### src/hw/ssw_map.svh
// constants of the supply supervisor and wake mask block
`ifndef SSW_MAP_SVH
`define SSW_MAP_SVH

// ****************************************
// timing
// ****************************************
`define SSW_CLK_MHZ        250
`define SSW_T_FP_NS        2000
`define SSW_T_NORM_NS      150000
`define SSW_T_WAKE_FAST_NS 2000
`define SSW_T_WAKE_SLOW_NS 150000
`define SSW_CNT_W          16

// ****************************************
// register offsets
// ****************************************
`define SSW_OFF_CTRL       8'h00
`define SSW_OFF_DIV        8'h04
`define SSW_OFF_FLAGS      8'h08
`define SSW_OFF_INT_STAT   8'h0c
`define SSW_OFF_INT_CLR    8'h10
`define SSW_OFF_INT_EN     8'h14

// ****************************************
// control fields
// ****************************************
`define SSW_B_LSUP_ON      0
`define SSW_B_LMON_ON      1
`define SSW_B_LSUP_FP      2
`define SSW_B_LMON_FP      3
`define SSW_B_LKEEP        4
`define SSW_B_LRST_EN      5
`define SSW_B_HSUP_ON      8
`define SSW_B_HSUP_FP      10
`define SSW_B_HKEEP        12
`define SSW_B_HRST_EN      13
`define SSW_CTRL_RST       32'h0000_2123
`define SSW_CTRL_MASK      32'h0000_353f

// ****************************************
// flags, status and interrupt bits
// ****************************************
`define SSW_B_FLAG_L       0
`define SSW_B_FLAG_H       1
`define SSW_B_ST_BUSY_L    8
`define SSW_B_ST_BUSY_H    9
`define SSW_B_ST_STALL     10
`define SSW_B_ST_HIZ       11
`define SSW_INT_W          5
`define SSW_DIV_W          3
`define SSW_DIV_RST        3'h0
`define SSW_INT_RST        5'h00

`endif

### src/hw/ssw_pkg.sv
// types of the supply supervisor and wake mask block
package ssw_pkg;

    typedef enum logic {
        SSW_T_IDLE,
        SSW_T_RUN
    } ssw_tmr_st_t;

    typedef struct packed {
        logic h_rst_en;
        logic h_keep;
        logic h_fp;
        logic h_on;
        logic l_rst_en;
        logic l_keep;
        logic l_mon_fp;
        logic l_sup_fp;
        logic l_mon_on;
        logic l_sup_on;
    } ssw_ctrl_t;

    typedef struct packed {
        logic        sel;
        logic        write;
        logic [7:0]  addr;
    } ssw_ahb_ph_t;

    typedef struct packed {
        ssw_ctrl_t   ctrl;
        logic [2:0]  div;
        logic [1:0]  flags;
        logic [4:0]  int_stat;
        logic [4:0]  int_en;
        ssw_ahb_ph_t ph;
        logic [31:0] rdata;
        logic [2:0]  lpm_prev;
        logic        l_en;
        logic        h_en;
        logic        boot;
        logic        por;
    } ssw_state_t;

    typedef struct packed {
        ssw_tmr_st_t st;
        logic [15:0] cnt;
        logic        done;
    } ssw_tmr_t;

endpackage : ssw_pkg

### src/hw/ssw_timer.sv
// one-shot settling timer with restart
`timescale 1ns/10ps
`include "ssw_map.svh"

module ssw_timer
    import ssw_pkg::*;
(
    input  wire logic        clk_sys_i,
    input  wire logic        nrst_i,
    input  wire logic        start_i,
    input  wire logic [15:0] load_i,
    output logic             busy_o,
    output logic             done_o
);

    ssw_tmr_t s_q;
    ssw_tmr_t s_d;

    // ****************************************
    // count down, a start restarts at once
    // ****************************************
    always_comb begin
        s_d      = s_q;
        s_d.done = 1'b0;
        if (start_i) begin
            s_d.st  = SSW_T_RUN;
            s_d.cnt = load_i;
        end else begin
            unique case (s_q.st)
                SSW_T_IDLE: begin
                end
                SSW_T_RUN: begin
                    if (s_q.cnt <= 16'h0001) begin
                        s_d.st   = SSW_T_IDLE;
                        s_d.cnt  = 16'h0000;
                        s_d.done = 1'b1;
                    end else begin
                        s_d.cnt = s_q.cnt - 16'h0001;
                    end
                end
            endcase
        end
    end

    always_ff @(posedge clk_sys_i or negedge nrst_i) begin
        if (!nrst_i) begin
            s_q <= '{st: SSW_T_IDLE, cnt: 16'h0000, done: 1'b0};
        end else begin
            s_q <= s_d;
        end
    end

    assign busy_o = (s_q.st == SSW_T_RUN);
    assign done_o = s_q.done;

endmodule : ssw_timer

### src/hw/ssw_supervisor.sv
// supply supervisor control with event masking, pin float and wake stall
//
// Functional notes
// - mask events 2 us after full-performance re-enable
// - keep-on 0: comparators off in sleep 2-4
// - trip sets flag, optional power-on reset
// - flags set: pins float until settled
// - reset or soft clear turns supervisors on
// - normal low side: stall wake 150 us
// - low side off or full: stall 2 us
`timescale 1ns/10ps
`include "ssw_map.svh"

module ssw_supervisor
    import ssw_pkg::*;
#(
    parameter int NORM_CYC = (`SSW_T_NORM_NS * `SSW_CLK_MHZ) / 1000,
    parameter int WAKE_SLOW_CYC = (`SSW_T_WAKE_SLOW_NS * `SSW_CLK_MHZ) / 1000
) (
    input  wire logic        clk_sys_i,
    input  wire logic        nrst_i,
    input  wire logic        hsel_i,
    input  wire logic [31:0] haddr_i,
    input  wire logic [1:0]  htrans_i,
    input  wire logic        hwrite_i,
    input  wire logic [2:0]  hsize_i,
    input  wire logic [31:0] hwdata_i,
    input  wire logic        hready_i,
    output logic [31:0]      hrdata_o,
    output logic             hreadyout_o,
    output logic             hresp_o,
    input  wire logic [2:0]  lpm_mode_i,
    input  wire logic        soft_power_up_clear_i,
    input  wire logic        low_trip_i,
    input  wire logic        high_trip_i,
    output logic             low_comparator_en_o,
    output logic             high_comparator_en_o,
    output logic             por_req_o,
    output logic             gpio_hiz_o,
    output logic             cpu_stall_o,
    output logic [2:0]       main_clock_divider_o,
    output logic             irq_o
);

    localparam int          FP_CYC_I     = (`SSW_T_FP_NS * `SSW_CLK_MHZ) / 1000;
    localparam int          WFAST_CYC_I  = (`SSW_T_WAKE_FAST_NS * `SSW_CLK_MHZ) / 1000;
    localparam logic [15:0] FP_CYC       = 16'(FP_CYC_I);
    localparam logic [15:0] NORM_CYC_W   = 16'(NORM_CYC);
    localparam logic [15:0] WFAST_CYC    = 16'(WFAST_CYC_I);
    localparam logic [15:0] WSLOW_CYC    = 16'(WAKE_SLOW_CYC);
    localparam int          NCH          = 3;

    ssw_state_t  s_q;
    ssw_state_t  s_d;
    logic [2:0]  t_start;
    logic [15:0] t_load [NCH];
    logic [2:0]  t_busy;
    logic [2:0]  t_done;

    // ****************************************
    // settling and wake timers
    // ****************************************
    generate
        for (genvar i = 0; i < NCH; i++) begin : g_tmr
            ssw_timer u_tmr (
                .clk_sys_i (clk_sys_i),
                .nrst_i    (nrst_i),
                .start_i   (t_start[i]),
                .load_i    (t_load[i]),
                .busy_o    (t_busy[i]),
                .done_o    (t_done[i])
            );
        end
    endgenerate

    function automatic ssw_ctrl_t ctrl_unpack(input logic [31:0] w);
        ssw_ctrl_t c;
        c.l_sup_on = w[`SSW_B_LSUP_ON];
        c.l_mon_on = w[`SSW_B_LMON_ON];
        c.l_sup_fp = w[`SSW_B_LSUP_FP];
        c.l_mon_fp = w[`SSW_B_LMON_FP];
        c.l_keep   = w[`SSW_B_LKEEP];
        c.l_rst_en = w[`SSW_B_LRST_EN];
        c.h_on     = w[`SSW_B_HSUP_ON];
        c.h_fp     = w[`SSW_B_HSUP_FP];
        c.h_keep   = w[`SSW_B_HKEEP];
        c.h_rst_en = w[`SSW_B_HRST_EN];
        return c;
    endfunction : ctrl_unpack

    function automatic logic [31:0] ctrl_pack(input ssw_ctrl_t c);
        logic [31:0] w;
        w                 = 32'h0000_0000;
        w[`SSW_B_LSUP_ON] = c.l_sup_on;
        w[`SSW_B_LMON_ON] = c.l_mon_on;
        w[`SSW_B_LSUP_FP] = c.l_sup_fp;
        w[`SSW_B_LMON_FP] = c.l_mon_fp;
        w[`SSW_B_LKEEP]   = c.l_keep;
        w[`SSW_B_LRST_EN] = c.l_rst_en;
        w[`SSW_B_HSUP_ON] = c.h_on;
        w[`SSW_B_HSUP_FP] = c.h_fp;
        w[`SSW_B_HKEEP]   = c.h_keep;
        w[`SSW_B_HRST_EN] = c.h_rst_en;
        return w;
    endfunction : ctrl_pack

    logic       deep_now;
    logic       l_en;
    logic       h_en;
    logic       acc_l;
    logic       acc_h;
    logic       wake34;
    logic       wake_fast;
    logic       addr_ph;
    logic       wr_ph;
    logic [4:0] ev;
    logic [4:0] clr;
    logic [1:0] flag_clr;

    // ****************************************
    // next state
    // ****************************************
    always_comb begin
        s_d       = s_q;
        s_d.boot  = 1'b0;
        clr       = 5'h00;
        flag_clr  = 2'b00;

        deep_now  = (lpm_mode_i >= 3'h2) && (lpm_mode_i <= 3'h4);
        l_en      = s_q.ctrl.l_sup_on && (!deep_now || s_q.ctrl.l_keep);
        h_en      = s_q.ctrl.h_on && (!deep_now || s_q.ctrl.h_keep);

        // trips count only while the comparator is on and settled
        acc_l     = low_trip_i && s_q.l_en && !t_busy[0];
        acc_h     = high_trip_i && s_q.h_en && !t_busy[1];

        // restart settling on switch-on, after a trip and after any reset
        t_start[0] = (l_en && !s_q.l_en) || acc_l || s_q.boot || soft_power_up_clear_i;
        t_start[1] = (h_en && !s_q.h_en) || acc_h || s_q.boot || soft_power_up_clear_i;
        t_load[0]  = s_q.ctrl.l_sup_fp ? FP_CYC : NORM_CYC_W;
        t_load[1]  = s_q.ctrl.h_fp ? FP_CYC : NORM_CYC_W;

        wake34     = ((s_q.lpm_prev == 3'h3) || (s_q.lpm_prev == 3'h4)) && (lpm_mode_i == 3'h0);
        wake_fast  = (!s_q.ctrl.l_sup_on && !s_q.ctrl.l_mon_on)
                   || (s_q.ctrl.l_sup_fp && s_q.ctrl.l_mon_fp);
        t_start[2] = wake34;
        t_load[2]  = wake_fast ? WFAST_CYC : WSLOW_CYC;

        s_d.l_en     = l_en;
        s_d.h_en     = h_en;
        s_d.lpm_prev = lpm_mode_i;
        s_d.por      = (acc_l && s_q.ctrl.l_rst_en) || (acc_h && s_q.ctrl.h_rst_en);

        // bus address phase is taken, write data arrive one cycle later
        addr_ph     = hsel_i && htrans_i[1] && hready_i;
        wr_ph       = s_q.ph.sel && s_q.ph.write;
        s_d.ph.sel  = addr_ph;
        s_d.ph.write = hwrite_i;
        s_d.ph.addr = haddr_i[7:0];
        if (addr_ph && !hwrite_i) begin
            unique case (haddr_i[7:0])
                `SSW_OFF_CTRL:     s_d.rdata = ctrl_pack(s_q.ctrl);
                `SSW_OFF_DIV:      s_d.rdata = {29'h0, s_q.div};
                `SSW_OFF_FLAGS:    s_d.rdata = {20'h0, gpio_hiz_o, t_busy[2], t_busy[1], t_busy[0],
                                                6'h00, s_q.flags};
                `SSW_OFF_INT_STAT: s_d.rdata = {27'h0, s_q.int_stat};
                `SSW_OFF_INT_EN:   s_d.rdata = {27'h0, s_q.int_en};
                default:           s_d.rdata = 32'h0000_0000;
            endcase
        end

        if (wr_ph) begin
            unique case (s_q.ph.addr)
                `SSW_OFF_CTRL:     s_d.ctrl = ctrl_unpack(hwdata_i);
                `SSW_OFF_DIV:      s_d.div = hwdata_i[2:0];
                `SSW_OFF_FLAGS:    flag_clr = hwdata_i[1:0];
                `SSW_OFF_INT_CLR:  clr = hwdata_i[4:0];
                `SSW_OFF_INT_EN:   s_d.int_en = hwdata_i[4:0];
                default: begin
                end
            endcase
        end

        // soft clear puts control back to defaults with both sides on
        if (soft_power_up_clear_i) begin
            s_d.ctrl = ctrl_unpack(`SSW_CTRL_RST);
        end

        // set wins over clear
        s_d.flags = (s_q.flags & ~flag_clr) | {acc_h, acc_l};
        ev        = {t_done[2], t_done[1], t_done[0], acc_h, acc_l};
        s_d.int_stat = (s_q.int_stat & ~clr) | ev;
    end

    // ****************************************
    // state register
    // ****************************************
    always_ff @(posedge clk_sys_i or negedge nrst_i) begin
        if (!nrst_i) begin
            s_q.ctrl     <= ctrl_unpack(`SSW_CTRL_RST);
            s_q.div      <= `SSW_DIV_RST;
            s_q.flags    <= 2'b00;
            s_q.int_stat <= `SSW_INT_RST;
            s_q.int_en   <= `SSW_INT_RST;
            s_q.ph       <= '{sel: 1'b0, write: 1'b0, addr: 8'h00};
            s_q.rdata    <= 32'h0000_0000;
            s_q.lpm_prev <= 3'h0;
            s_q.l_en     <= 1'b0;
            s_q.h_en     <= 1'b0;
            s_q.boot     <= 1'b1;
            s_q.por      <= 1'b0;
        end else begin
            s_q <= s_d;
        end
    end

    // ****************************************
    // outputs
    // ****************************************
    assign hrdata_o             = s_q.rdata;
    assign hreadyout_o          = 1'b1;
    assign hresp_o              = 1'b0;
    assign low_comparator_en_o  = s_q.l_en;
    assign high_comparator_en_o = s_q.h_en;
    assign por_req_o            = s_q.por;
    assign gpio_hiz_o           = (s_q.flags[0] && t_busy[0]) || (s_q.flags[1] && t_busy[1]);
    assign cpu_stall_o          = t_busy[2];
    assign main_clock_divider_o = s_q.div;
    assign irq_o                = |(s_q.int_stat & s_q.int_en);

endmodule : ssw_supervisor

### config.mk
export PLATFORM = sky130hd
export DESIGN_NAME = ssw_supervisor
export DESIGN_NICKNAME = d
export VERILOG_FILES = /design/src/hw/ssw_pkg.sv /design/src/hw/ssw_timer.sv /design/src/hw/ssw_supervisor.sv
export VERILOG_INCLUDE_DIRS = /design/src /design/src/hw
export SDC_FILE = /design/constraint.sdc
export NUM_CORES = 1
export LEC_CHECK = 0
export BUFFER_PORTS_ARGS = -buffer_cell sky130_fd_sc_hd__buf_2
export CAP_MARGIN = 20
export CORE_MARGIN = 8
export CORE_UTILIZATION = 25
export CTS_CLUSTER_DIAMETER = 30
export CTS_CLUSTER_SIZE = 28
export DETAILED_ROUTE_END_ITERATION = 8
export PLACE_DENSITY = 0.49
export SLEW_MARGIN = 20
export SYNTH_ARGS = -nofsm -noshare
export SYNTH_HDL_FRONTEND = slang
export SYNTH_SLANG_ARGS = --single-unit
### constraint.sdc
create_clock -name clk_sys_i -period 2.4 [get_ports clk_sys_i]
set_clock_uncertainty 0.1 [all_clocks]
set_input_delay 0.24 -clock clk_sys_i [delete_from_list [all_inputs] [get_ports clk_sys_i]]
set_output_delay 0.24 -clock clk_sys_i [all_outputs]
set_load 0.05 [all_outputs]
Word level (Yosys, flattened, before mapping). Cells that the tools add are included.

$add $sub $neg: 3. Magnitude comparators: 5. Equality and inequality tests: 10. Muxes and demuxes: 30. Bitwise gates (word level): 7. Reductions and logical operators: 52.

Operators with widths (count): 16-bit 2-to-1 mux (6); 14-bit case mux with 5 select lines (1); 18-bit 2-to-1 mux (3); 17-bit 2-to-1 mux (3); 16-bit by 1-bit <= comparator with 1-bit output (second input constant) (3); 16-bit by 1-bit subtractor with 16-bit output (second input constant) (3); 8-bit by 4-bit == test with 1-bit output (second input constant) (3); 8-bit by 5-bit == test with 1-bit output (second input constant) (3); 1-bit logical AND (20); 10-bit 2-to-1 mux (2); 8-bit by 3-bit == test with 1-bit output (second input constant) (2); 8-bit zero test (2); 13-bit 2-to-1 mux (1); 1-bit logical OR (12); 5-bit bitwise AND (2); 5-bit 2-to-1 mux (2); 2-bit nonzero test (5); 1-bit 2-to-1 mux (9); 1-bit zero test (8); 2-bit AND reduction (3); 5-bit inverter (1); 5-bit bitwise OR (1); 5-bit OR reduction (1); 2-bit 2-to-1 mux (2); 9 further kinds (9).

Flip-flop bits (word level): 128. Bits of input ports: 80. Output and inout port bits: 43. Logic and storage cells: 139.

Longest topological paths before layout. Gate-level depths: netlist of the first run.

Depth after elaboration: 10. Depth in mapped cells: 8. Mapped depth without buffers: 7.

Hierarchy. From an unflattened synthesis of the first run, not the netlist that was laid out.

Cell total of the unflattened synthesis: 655. Area, all modules: 6133.4 um^2.

By module, submodules not included: ssw_timer (times used 3, cells each 137, area an instance 1171.1 um^2, sequential area each 450.4 um^2); ssw_supervisor (times used 1, cells each 244, area an instance 2620.0 um^2, sequential area each 1358.8 um^2).

Worst setup path before layout of the first run. OpenSTA, ideal clock, no wires.

Path kind: register to register. Start: register g_tmr[2].u_tmr.s_q[6] (netlist bit). End: register g_tmr[2].u_tmr.s_q[5] (netlist bit). Library setup time: 124 ps. Arrival: 2320 ps. Data required time: 2176 ps. Path slack: -144 ps. Stages on the path, launching flop included: 7. Buffers on the path: 1. Period minus slack after synthesis: 2544 ps. Cell sequence: dfrtp_1 -> or4_4 -> or3_4 -> or4_1 -> buf_2 -> a21o_1 -> a211o_1.

Longest elaborated chain between the ends: 4.

Ends and longest elaborated chain: from (decl) (RTL line ssw_timer.sv:16) `ssw_tmr_t s_q;`; from (signal assigned) (RTL line ssw_timer.sv:47) `s_q <= '{st: SSW_T_IDLE, cnt: 16'h0000, done: 1'b0};`; 16-bit by 1-bit <= comparator with 1-bit output (RTL line ssw_timer.sv:33) `if (s_q.cnt <= 16'h0001) begin`; 16-bit 2-to-1 mux (RTL line ssw_timer.sv:33); 18-bit 2-to-1 mux (RTL line ssw_timer.sv:29) `unique case (s_q.st)`; 17-bit 2-to-1 mux (RTL line ssw_timer.sv:25) `if (start_i) begin`.

No other way between the ends. The select of a mux whose other input is x is not followed. A chain may end at the register's enable or synchronous reset.

Worst setup path in the final report of the first run.
Start: register g_tmr[2].u_tmr.s_q[8] (netlist bit). End: register g_tmr[2].u_tmr.s_q[15] (netlist bit).

Longest elaborated chain between the ends: 4. Elaborated cells on any way between the ends: 5. Those cells by class: 1 x add/sub; 1 x order compare; 3 x mux.

Ends and longest elaborated chain (RTL line): 16-bit by 1-bit subtractor with 16-bit output or 16-bit by 1-bit <= comparator with 1-bit output (tied branches) (ssw_timer.sv:38, ssw_timer.sv:33); 16-bit 2-to-1 mux (*) (ssw_timer.sv:33); 18-bit 2-to-1 mux (*) (ssw_timer.sv:29); 17-bit 2-to-1 mux (*) (ssw_timer.sv:25).

Mark *: on every way between the ends. The rest lies on a longest branch, timed or not. The select of a mux whose other input is x is not followed.

==> results.md, run 1 <==
- CTS tree: built
- Crit path cell chain: or4_4 -> or3_4 -> buf_6 -> or4_4 -> or3_4 -> a21oi_2
- Wirelength per Cell: ~15 um
- Final Critical Period: 2.50 ns
- Fillers: 2249
- CTS HTree Levels: 3
- Crit start category: register
- Cells after Synth: 560
- Slowest CP cell: or4_4
- Die ar.: 27300 um2
- Tcrit/Tclk final: 104%
- Flops & latches, synth: 108
- Placer Congestion: about 0.79
- Least-Margin Pin Slew: roughly 0.62 ns
- Fin Hold WS: 0.0209 ns
- Clock transition at the registers of the reported paths: 0.07 ns
- Fin cells: 918
- Hold Vio Cnt, Final: 0
- Worst-Skew Late Latency: 0.36 ns
- Placed Cells: 889
- Failing checks: setup timing
- WS Path Type: reg2reg
- Leakage: 2.89 nW
- Final worst-path setup slack: -0.0982 ns
- Synth cell types: 70
- Initial drt markers: 231
- Number of remaining DRC errors: 0
- Critical Path End Type: register
- Register area: 2710 um2
- FP Rows: 54
- Largest net degree at the start of global routing: between 40 and 50
- First-pass GRT wire length: 23000 um
- Status: finished, violations left
- Ys flop type: dfrtp_1
- Die extent in y: 165 um
- Fmax: 400 MHz
- Min-delay worst type: in2reg
- Required time worst endpoint: 2.59 ns
- Worst path buffer plus inverter count: 1
- Postcts setup bufs: 0
- Final Instance Area: 6710 um2
- Final nets: slightly above 700
- Most common cell in the netlist: dfrtp_1
- Rel. slew slack: 58.4%
- Pins Over Slew Limit: 0
- Initial antenna violation count: 1
- Worst reg2reg path depth: 6
- CTS buffer count: 9
- Syn_area_per_cell: 9.93 um2
- Io pins: 123
- Peak VDD IR: 331 uV
- Worst path top cell family by delay: simple AND/OR/NAND/NOR gates
- Drt via density: 4.77
- Pwr Total: roughly 4.5 mW
- Total GRT Usage: 10.7%
- Hold Path Stages: 1
- Proportion of layout cells with a drive suffix above 1: between 20 and 25%
- Die X-Extent: approximately 170 um
- Area of the multi-input gates: about 2600 um2
- Clock Tree Buf Depth: 2
- Crit. path cell count: 6
- Wirelength, routed: approximately 14000 um
- Max_cap viols: 0
- Synthesized area: 5560 um2
- Cell taking the most area after synthesis: dfrtp_1
- Vias in the first global route: 4486
- Clock sink count: 108
- Top cells by count, synth: 102 x dfrtp_1, 51 x nand2_1, 42 x nor2_1
- Final core utilization: between 30% and 40%
- Vias post-DR: 4381
- CP max FO: 4
- Pwr dens: between 600 and 700 nW/um2
- CP peak stage delay: ~0.53 ns
- CORE AREA: 21800 um2
- Synth area leaders: dfrtp_1 46%, buf_4 5.0%, nand2_1 3.4%, dfstp_2 2.8%, nor2_1 2.8%
- CP arrival: 2.69 ns
- Sequential share of the synthesized area: between 40 and 50%
- DRT antenna net count: 0
- DP Area: 6190 um2
- RSZ-0062 raised after global routing: true
- Finish-stage setup viols: 3
- Post-synth EDFFs: 0
- Grt total ovfl: 0
- Root Driver: clkbuf_16
- IO buf count: 50
- Area Growth Syn to Fin: 20.6%
- Synth top area share: 45.9%
- Yosys warns: 0
- First-pass DRT Iterations: 4
- Fraction of registers with async set/reset: 100%
- Starting density of the core: around 25%
- DP HPWL: around 10000 um
- N_diodes: 0
-- cells by family (layout without fill, tap and decap cells) --
family / after synthesis / after routing / synth area share (%)
AO/OA/AOI/OAI: 126 / 126 / 15.5
XOR/XNOR: 14 / 14 / 2.20
adder cells (fa/ha/maj): 6 / 6 / 1.35
buffers and inverters: 70 / 127 / 7.44
flip-flops: 108 / 108 / 48.7
multiplexers: 21 / 21 / 3.98
other: 2 / 23 / 0.135
AND/OR/NAND/NOR: 213 / 213 / 20.6
-- final cells by class --
type | count | area share [%]
Multi-Input combinational cell | 403 | 38.8
Clock inverter | 4 | 1.10
Clock buffer | 12 | 3.52
Inverter | 14 | 0.783
Sequential cell | 108 | 40.4
Timing Repair Buffer | 97 | 10.1
Tap cell | 280 | 5.22
-- cell usage in the layout (no fill, tap or decap), drive strengths merged, types with 3 or more instances in the layout --
master       instances
dfrtp              102
buf                 84
nand2               51
nor2                42
o21ai               31
conb                23
nand3               22
a21oi               21
inv                 14
nor3                14
nor4                14
a21o                13
dlygate4sd3         13
mux2i               12
clkbuf              12
nor2b               10
a31oi               10
or4                 10
xnor2                9
mux2                 9
or3                  9
and2                 8
a211o                7
ha                   6
dfstp                6
and3                 5
and4                 5
nand2b               5
o31ai                5
a221o                5
xor2                 5
a22o                 4
nor3b                3
or2                  3
o211ai               3
o2bb2ai              3
nor4b                3
-- final timing paths --
| path | to | slack, ns | startpoint |
|---|---|---|---|
| setup reg to reg | g_tmr[2].u_tmr.s_q[15] | -0.1 | g_tmr[2].u_tmr.s_q[8] |
| min in group asynchronous | s_q[47] | 0.34 | nrst_i |
| max in group asynchronous | s_q[1] | 1.17 | nrst_i |
| hold reg to reg | s_q[56] | 0.32 | g_tmr[0].u_tmr.done_o |
| hold / removal | s_q[42] | 0.02 | haddr_i[3] |
| setup / recovery | g_tmr[2].u_tmr.s_q[15] | -0.1 | g_tmr[2].u_tmr.s_q[8] |
-- worst register-to-register path: cells and delay by family (launching register included) --
family	cells	cell delay, ns
compound gates	1	0.11
flops	1	0.38
buf+inv	1	0.13
simple gates	4	1.72
-- sequential cells by signal, summed over array words and instances, names as in the netlist --
| name | count |
|---|---|
| g_tmr.u_tmr.busy_o | 3 |
| g_tmr.u_tmr.done_o | 3 |
| g_tmr.u_tmr.s_q | 48 |
| high_comparator_en_o | 1 |
| hrdata_o | 12 |
| low_comparator_en_o | 1 |
| main_clock_divider_o | 3 |
| por_req_o | 1 |
| s_q | 36 |
-- what timing repair did --
action	in CTS	in global routing
resized for setup	8	12
endpoints found under the setup margin	14	27
pin swaps	7	5
hold buffers	13	0
hold endpoints to repair	53	0
-- through the flow --
| stage | setup TNS [ns] | worst slack (ns) |
|---|---|---|
| 6_report | -0.193 | -0.0982 |
| 4_1_cts | -0.324 | -0.115 |
| 3_5_place_dp | -1.07 | -0.168 |
| 3_3_place_gp | -0.908 | -0.143 |
| 2_1_floorplan | -0.435 | -0.144 |
| 5_1_grt | -0.767 | -0.162 |
-- layer usage --
layer  up-vias  global-route usage, %  share of wire [%]
met1      2170                   13.0                 45
met2        78                   17.7                 47
met4         2                   3.85                1.5
met3        15                   2.95                6.0
li1       2116                      -                  -
met5         -                      0              0.092
-- where the power goes --
part / internal (mW) / total (mW) / switching, mW / leakage [nW]
registers: 1.96 / 2.09 / 0.130 / 1.31
logic: 0.335 / 0.795 / 0.461 / 1.43
clock network: 0.919 / 1.60 / 0.678 / 0.151
Note: power is estimated with default switching activity, not from simulation.
==> run 2: changes to the inputs <==
Settings changed: CTS_BUF_LIST set to sky130_fd_sc_hd__clkbuf_4.
==> results.md, run 2 (synthesis results as in run 1) <==
- DP Area: 6190 um2 (unchanged)
- Final Instance Area: 6700 um2 (was 6710 um2)
- Root Driver: clkbuf_4 (was clkbuf_16)
- Vias in the first global route: 4575 (was 4486)
- Worst path buffer plus inverter count: 1 (unchanged)
- Proportion of layout cells with a drive suffix above 1: 22.4% (about the same)
- Clk pwr share: 26.8% (was 35.6%)
- Drt via density: 4.73 (was 4.77)
- Hold path start: low_trip_i (was haddr_i[3])
- Most common cell after layout, fill and taps aside: dfrtp_1 (unchanged)
- Required time worst endpoint: 2.73 ns (was 2.59 ns)
- IO buf count: 50 (unchanged)
- R2r endpoint: g_tmr[2].u_tmr.s_q[15] (unchanged)
- Finish-stage setup viols: 5 (was 3)
- RSZ-0062 raised after global routing: true (unchanged)
- Die X-Extent: 165 um (unchanged)
- Most frequent cells in the layout: 102 x dfrtp_1, 51 x nand2_1, 49 x buf_2 (unchanged)
- Fin cells: 932 (was 918)
- Initial antenna violation count: 1 (unchanged)
- Max reg flops: 48 (unchanged)
- Pre-CTS setup slack: -0.168 ns (unchanged)
- Hold Vio Cnt, Final: 0 (unchanged)
- Max_cap viols: 0 (unchanged)
- Initial drt markers: 227 (was 231)
- CP arrival: 2.84 ns (was 2.69 ns)
- Final worst-path setup slack: -0.113 ns (was -0.0982 ns)
- Crit start category: register (unchanged)
- Wirelength per Cell: 15.1 um (was 15.4 um)
- Clock Tree Buf Depth: 2 (unchanged)
- Worst R2R Setup Slack: -0.11 ns (was -0.1 ns)
- Worst reg2reg path depth: 6 (unchanged)
- Combinational Power Share: 20.5% (was 17.7%)
- Hold Path End: s_q[54] (was s_q[42])
- Post-Route Setup TNS: -0.256 ns (was -0.193 ns)
- Hold Path Stages: 3 (was 1)
- Clock sink count: 108 (unchanged)
- CTS tree: built (unchanged)
- WS Path Type: reg2reg (unchanged)
- Status: finished, violations left (unchanged)
- CORE AREA: 21800 um2 (unchanged)
- Crit path cell chain: or4_4 -> or3_4 -> buf_6 -> or4_4 -> or3_4 -> a21oi_2 (unchanged)
- Critical Path End Type: register (unchanged)
- Slowest CP cell: or4_4 (unchanged)
- Sequential share of power: 52.6% (was 46.7%)
- Min-delay worst type: in2reg (unchanged)
- Clock transition at the registers of the reported paths: 0.16 ns (was 0.07 ns)
- Tcrit/Tclk final: 105% (was 104%)
- Fmax: 398 MHz (was 400 MHz)
- Vias post-DR: 4412 (was 4381)
- Reg-to-Reg Start: g_tmr[2].u_tmr.s_q[8] (unchanged)
- First-pass DRT Iterations: 4 (unchanged)
- Peak VDD IR: 222 uV (was 331 uV)
- Leakage: 2.89 nW (about the same)
- Least-Margin Pin Slew: 0.632 ns (was 0.624 ns)
- Fin Hold WS: 0.130 ns (was 0.0209 ns)
- Starting density of the core: 25.5% (unchanged)
- Final nets: 733 (was 719)
- Die ar.: 27300 um2 (unchanged)
- Rel. slew slack: 57.9% (was 58.4%)
- Number of remaining DRC errors: 0 (unchanged)
- CTS buffer count: 9 (unchanged)
- CP peak stage delay: 0.53 ns (about the same)
- Pint: 2.77 mW (was 3.22 mW)
- Total GRT Usage: 10.6% (was 10.7%)
- DRT antenna net count: 0 (unchanged)
- CP max FO: 4 (unchanged)
- Pwr dens: 593 nW/um2 (was 669 nW/um2)
- DP HPWL: 10400 um (unchanged)
- Io pins: 123 (unchanged)
- Pins Over Slew Limit: 0 (unchanged)
- Sw Share: 30.2% (was 28.3%)
- FP Rows: 54 (unchanged)
- Placed Cells: 889 (unchanged)
- Biggest register: g_tmr.u_tmr.s_q (unchanged)
- Wirelength, routed: 14100 um (about the same)
- CTS HTree Levels: 3 (unchanged)
- Grt total ovfl: 0 (unchanged)
- Area Growth Syn to Fin: 20.4% (was 20.6%)
- Worst path top cell family by delay: simple AND/OR/NAND/NOR gates (unchanged)
- Die extent in y: 165 um (unchanged)
- Placer Congestion: 0.793 (unchanged)
- Failing checks: setup timing (unchanged)
- First-pass GRT wire length: 23200 um (was 23000 um)
- Worst-Skew Late Latency: 0.50 ns (was 0.36 ns)
- Largest net degree at the start of global routing: 47 (unchanged)
- Switching pwr: 1.20 mW (was 1.27 mW)
- N_diodes: 0 (unchanged)
- Final Critical Period: 2.51 ns (was 2.50 ns)
- Worst setup path start: g_tmr[2].u_tmr.s_q[8] (unchanged)
[run 2: changes by cell type in the layout (fill, tap and decap cells not counted), sizes merged]
cell	change
dlygate4sd3	+13
buf	+1
[run 2: power by group through the flow]
| stage | Sequential (mW) | Combinational, mW | Clock, mW |
|---|---|---|---|
| global placement | 2.12 | 0.746 | 0 |
| finish | 2.09 | 0.816 | 1.07 |
| CTS | 2.09 | 0.806 | 1.12 |
| floorplan | 2.10 | 0.521 | 0 |
| global route | 2.12 | 0.896 | 1.18 |
| detailed placement | 2.12 | 0.761 | 0 |
[run 2: area by class of cell]
class                      instances  area, um2
clock buffer                      12       90.1
clock inverter                     4       73.8
fill                            2258      15100
inverter                          14       52.6
multi-input combinational        403       2610
sequential                       108       2710
tap                              280        350
timing repair buffer             111        817
[run 2: worst max path at each step]
stage / endpoint / slack [ns] / cells past startpoint
2_1_floorplan: g_tmr[2].u_tmr.s_q[5] / -0.14 / 6
3_3_place_gp: g_tmr[2].u_tmr.s_q[5] / -0.14 / 5
3_5_place_dp: g_tmr[2].u_tmr.s_q[5] / -0.17 / 5
4_1_cts: g_tmr[2].u_tmr.s_q[15] / -0.14 / 6
5_1_grt: g_tmr[2].u_tmr.s_q[15] / -0.18 / 6
6_report: g_tmr[2].u_tmr.s_q[15] / -0.11 / 6
[run 2: through the flow]
step           power, mW  util (%)
3_5_place_dp        2.88      28.4
4_1_cts             4.01      30.4
3_3_place_gp        2.86      28.4
5_1_grt             4.19      30.7
2_1_floorplan       2.62         -
6_report            3.97      30.7
[run 2: what timing repair did]
| item | CTS | global route |
|---|---|---|
| endpoints found under the setup margin | 15 | 34 |
| gates resized for setup | 8 | 12 |
| hold buffers | 26 | 0 |
| setup buffers | 0 | 1 |
| endpoints found under the hold margin | 80 | 0 |
| pin swaps | 8 | 3 |
[run 2: worst reg2reg max path, delay by kind of cell, from the launching register on]
| kind | cells | cell delay [ns] |
|---|---|---|
| simple gates | 4 | 1.72 |
| flops | 1 | 0.41 |
| buf+inv | 1 | 0.13 |
| compound gates | 1 | 0.11 |
[run 2: routing by layer]
layer	GRT usage (%)	part of all wire [%]	wire, um
met5	0	0.092	13
met4	3.97	1.6	226
met3	2.28	4.8	678
met2	17.8	48	6700
met1	13.2	46	6480
==> run 3: changes to the inputs <==
Settings changed: HOLD_SLACK_MARGIN set to 0.15.
==> results.md, run 3 (synthesis results as in run 1) <==
- Pint: 2.77 mW (about the same)
- N_diodes: 0 (unchanged)
- Clock Tree Buf Depth: 2 (unchanged)
- Required time worst endpoint: 2.73 ns (about the same)
- CTS tree: built (unchanged)
- DP HPWL: 10400 um (unchanged)
- FP Rows: 54 (unchanged)
- Max reg flops: 48 (unchanged)
- Combinational Power Share: 20.6% (was 20.5%)
- Sw Share: 30.2% (about the same)
- Pre-CTS setup slack: -0.168 ns (unchanged)
- Min-delay worst type: in2async (was in2reg)
- Pins Over Slew Limit: 0 (unchanged)
- Biggest register: g_tmr.u_tmr.s_q (unchanged)
- Die ar.: 27300 um2 (unchanged)
- Crit start category: register (unchanged)
- Rel. slew slack: 57.9% (about the same)
- Wirelength per Cell: 15.2 um (was 15.1 um)
- Failing checks: setup timing (unchanged)
- Die extent in y: 165 um (unchanged)
- M1 WL: 6560 um (was 6480 um)
- WS Path Type: reg2reg (unchanged)
- Switching pwr: 1.20 mW (about the same)
- Largest net degree at the start of global routing: 47 (unchanged)
- Tcrit/Tclk final: 105% (about the same)
- Worst-Skew Late Latency: 0.49 ns (was 0.50 ns)
- Max_cap viols: 0 (unchanged)
- Final worst-path setup slack: -0.112 ns (was -0.113 ns)
- Grt total ovfl: 0 (unchanged)
- Sequential share of power: 52.6% (about the same)
- Drt via density: 4.75 (was 4.73)
- Peak VDD IR: 222 uV (about the same)
- Finish-stage setup viols: 5 (unchanged)
- Io pins: 123 (unchanged)
- CORE AREA: 21800 um2 (unchanged)
- CTS HTree Levels: 3 (unchanged)
- Proportion of layout cells with a drive suffix above 1: 22.4% (about the same)
- Starting density of the core: 25.5% (unchanged)
- Placer Congestion: 0.793 (unchanged)
- Initial drt markers: 224 (was 227)
- Met2 wire length: 6690 um (was 6700 um)
- Die X-Extent: 165 um (unchanged)
- Fmax: 398 MHz (about the same)
- Vias in the first global route: 4581 (was 4575)
- DR top layer: met5 (unchanged)
- CTS buffer count: 9 (unchanged)
- Least-Margin Pin Slew: 0.631 ns (was 0.632 ns)
- DRT antenna net count: 0 (unchanged)
- Status: finished, violations left (unchanged)
- Final Critical Period: 2.51 ns (about the same)
- Fillers: 2257 (was 2258)
- Most common cell after layout, fill and taps aside: dfrtp_1 (unchanged)
- Total GRT Usage: 10.6% (unchanged)
- Clock sink count: 108 (unchanged)
- Critical Path End Type: register (unchanged)
- Root Driver: clkbuf_4 (unchanged)
- Vias post-DR: 4431 (was 4412)
- Area Growth Syn to Fin: 20.6% (was 20.4%)
- Wirelength, routed: 14200 um (was 14100 um)
- Final core utilization: 30.7% (about the same)
- IO buf count: 50 (unchanged)
- CP max FO: 4 (unchanged)
- First-pass DRT Iterations: 4 (unchanged)
- Met3 wire length: 721 um (was 678 um)
- RSZ-0062 raised after global routing: true (unchanged)
- Clock transition at the registers of the reported paths: 0.17 ns (was 0.16 ns)
- Most frequent cells in the layout: 102 x dfrtp_1, 51 x nand2_1, 49 x buf_2 (unchanged)
- Leakage: 2.90 nW (was 2.89 nW)
- Initial antenna violation count: 1 (unchanged)
- Final nets: 734 (was 733)
- Number of remaining DRC errors: 0 (unchanged)
- CP arrival: 2.84 ns (about the same)
- First-pass GRT wire length: 23200 um (about the same)
- Pwr dens: 592 nW/um2 (was 593 nW/um2)
- Clk pwr share: 26.8% (about the same)
- Hold Vio Cnt, Final: 0 (unchanged)
==> run 3: cell count changes in the layout (fill, tap and decap cells not counted) <==
cell           previous run  this run
dlygate4sd3_1            26        27
==> run 3: stage by stage <==
step                cells  cell area, um2  TNS (ns)  hold slack (ns)  power, mW
global placement      889            6190    -0.908            0.192       2.86
detailed placement    889            6190     -1.07            0.198       2.88
floorplan             581            5650    -0.435           -0.156       2.62
finish                933            6710    -0.259            0.178       3.97
CTS                   932            6640    -0.419            0.160       4.01
global route          933            6710    -0.988            0.196       4.19
==> run 3: worst max-delay path: stages (launching register included) <==
cell and delay [ns]:
dfrtp_1 0.41, or4_4 0.53, or3_4 0.35, buf_6 0.13, or4_4 0.50, or3_4 0.34, a21oi_2 0.11
==> run 3: worst paths after layout <==
| check | endpoint | cells after the start | startpoint | slack, ns |
|---|---|---|---|---|
| worst max-delay path | g_tmr[2].u_tmr.s_q[15] | 6 | g_tmr[2].u_tmr.s_q[8] | -0.11 |
| worst min-delay path | s_q[47] | 2 | nrst_i | 0.18 |
| worst max register to register | g_tmr[2].u_tmr.s_q[15] | 6 | g_tmr[2].u_tmr.s_q[8] | -0.11 |
| worst min register to register | s_q[56] | 1 | g_tmr[0].u_tmr.done_o | 0.34 |
| max in group asynchronous | s_q[1] | 3 | nrst_i | 1.31 |
| min in group clk_sys_i | s_q[60] | 3 | high_trip_i | 0.22 |
==> run 3: power by group through the flow <==
stage                     combinational, mW  sequential (mW)  clock [mW]
after floorplan                       0.521             2.10           0
after global placement                0.746             2.12           0
after detailed placement              0.761             2.12           0
after CTS                             0.807             2.09        1.12
after global routing                  0.898             2.12        1.18
final                                 0.818             2.09        1.06
==> run 3: final cells by class <==
class | count | area [um2] | share of cell area (%)
Inverter | 14 | 52.6 | 0.783
Multi-Input combinational cell | 403 | 2610 | 38.8
Timing Repair Buffer | 112 | 827 | 12.3
Clock buffer | 12 | 90.1 | 1.34
Clock inverter | 4 | 73.8 | 1.10
Sequential cell | 108 | 2710 | 40.4
Tap cell | 280 | 350 | 5.22
==> run 3: what timing repair did <==
| item | CTS | global route |
|---|---|---|
| resized for setup | 8 | 12 |
| hold buffers | 27 | 0 |
| setup buffers | 0 | 1 |
| pin swaps | 8 | 3 |
| gates cloned | 0 | 0 |
| endpoints found under the hold margin | 160 | 0 |
| setup endpoints to repair | 15 | 34 |
==> run 3: metal layers <==
layer,vias to the layer above,GRT usage (%)
met4,2,3.97
li1,2140,-
met3,18,2.28
met1,2191,13.2
met5,-,0
met2,80,17.8
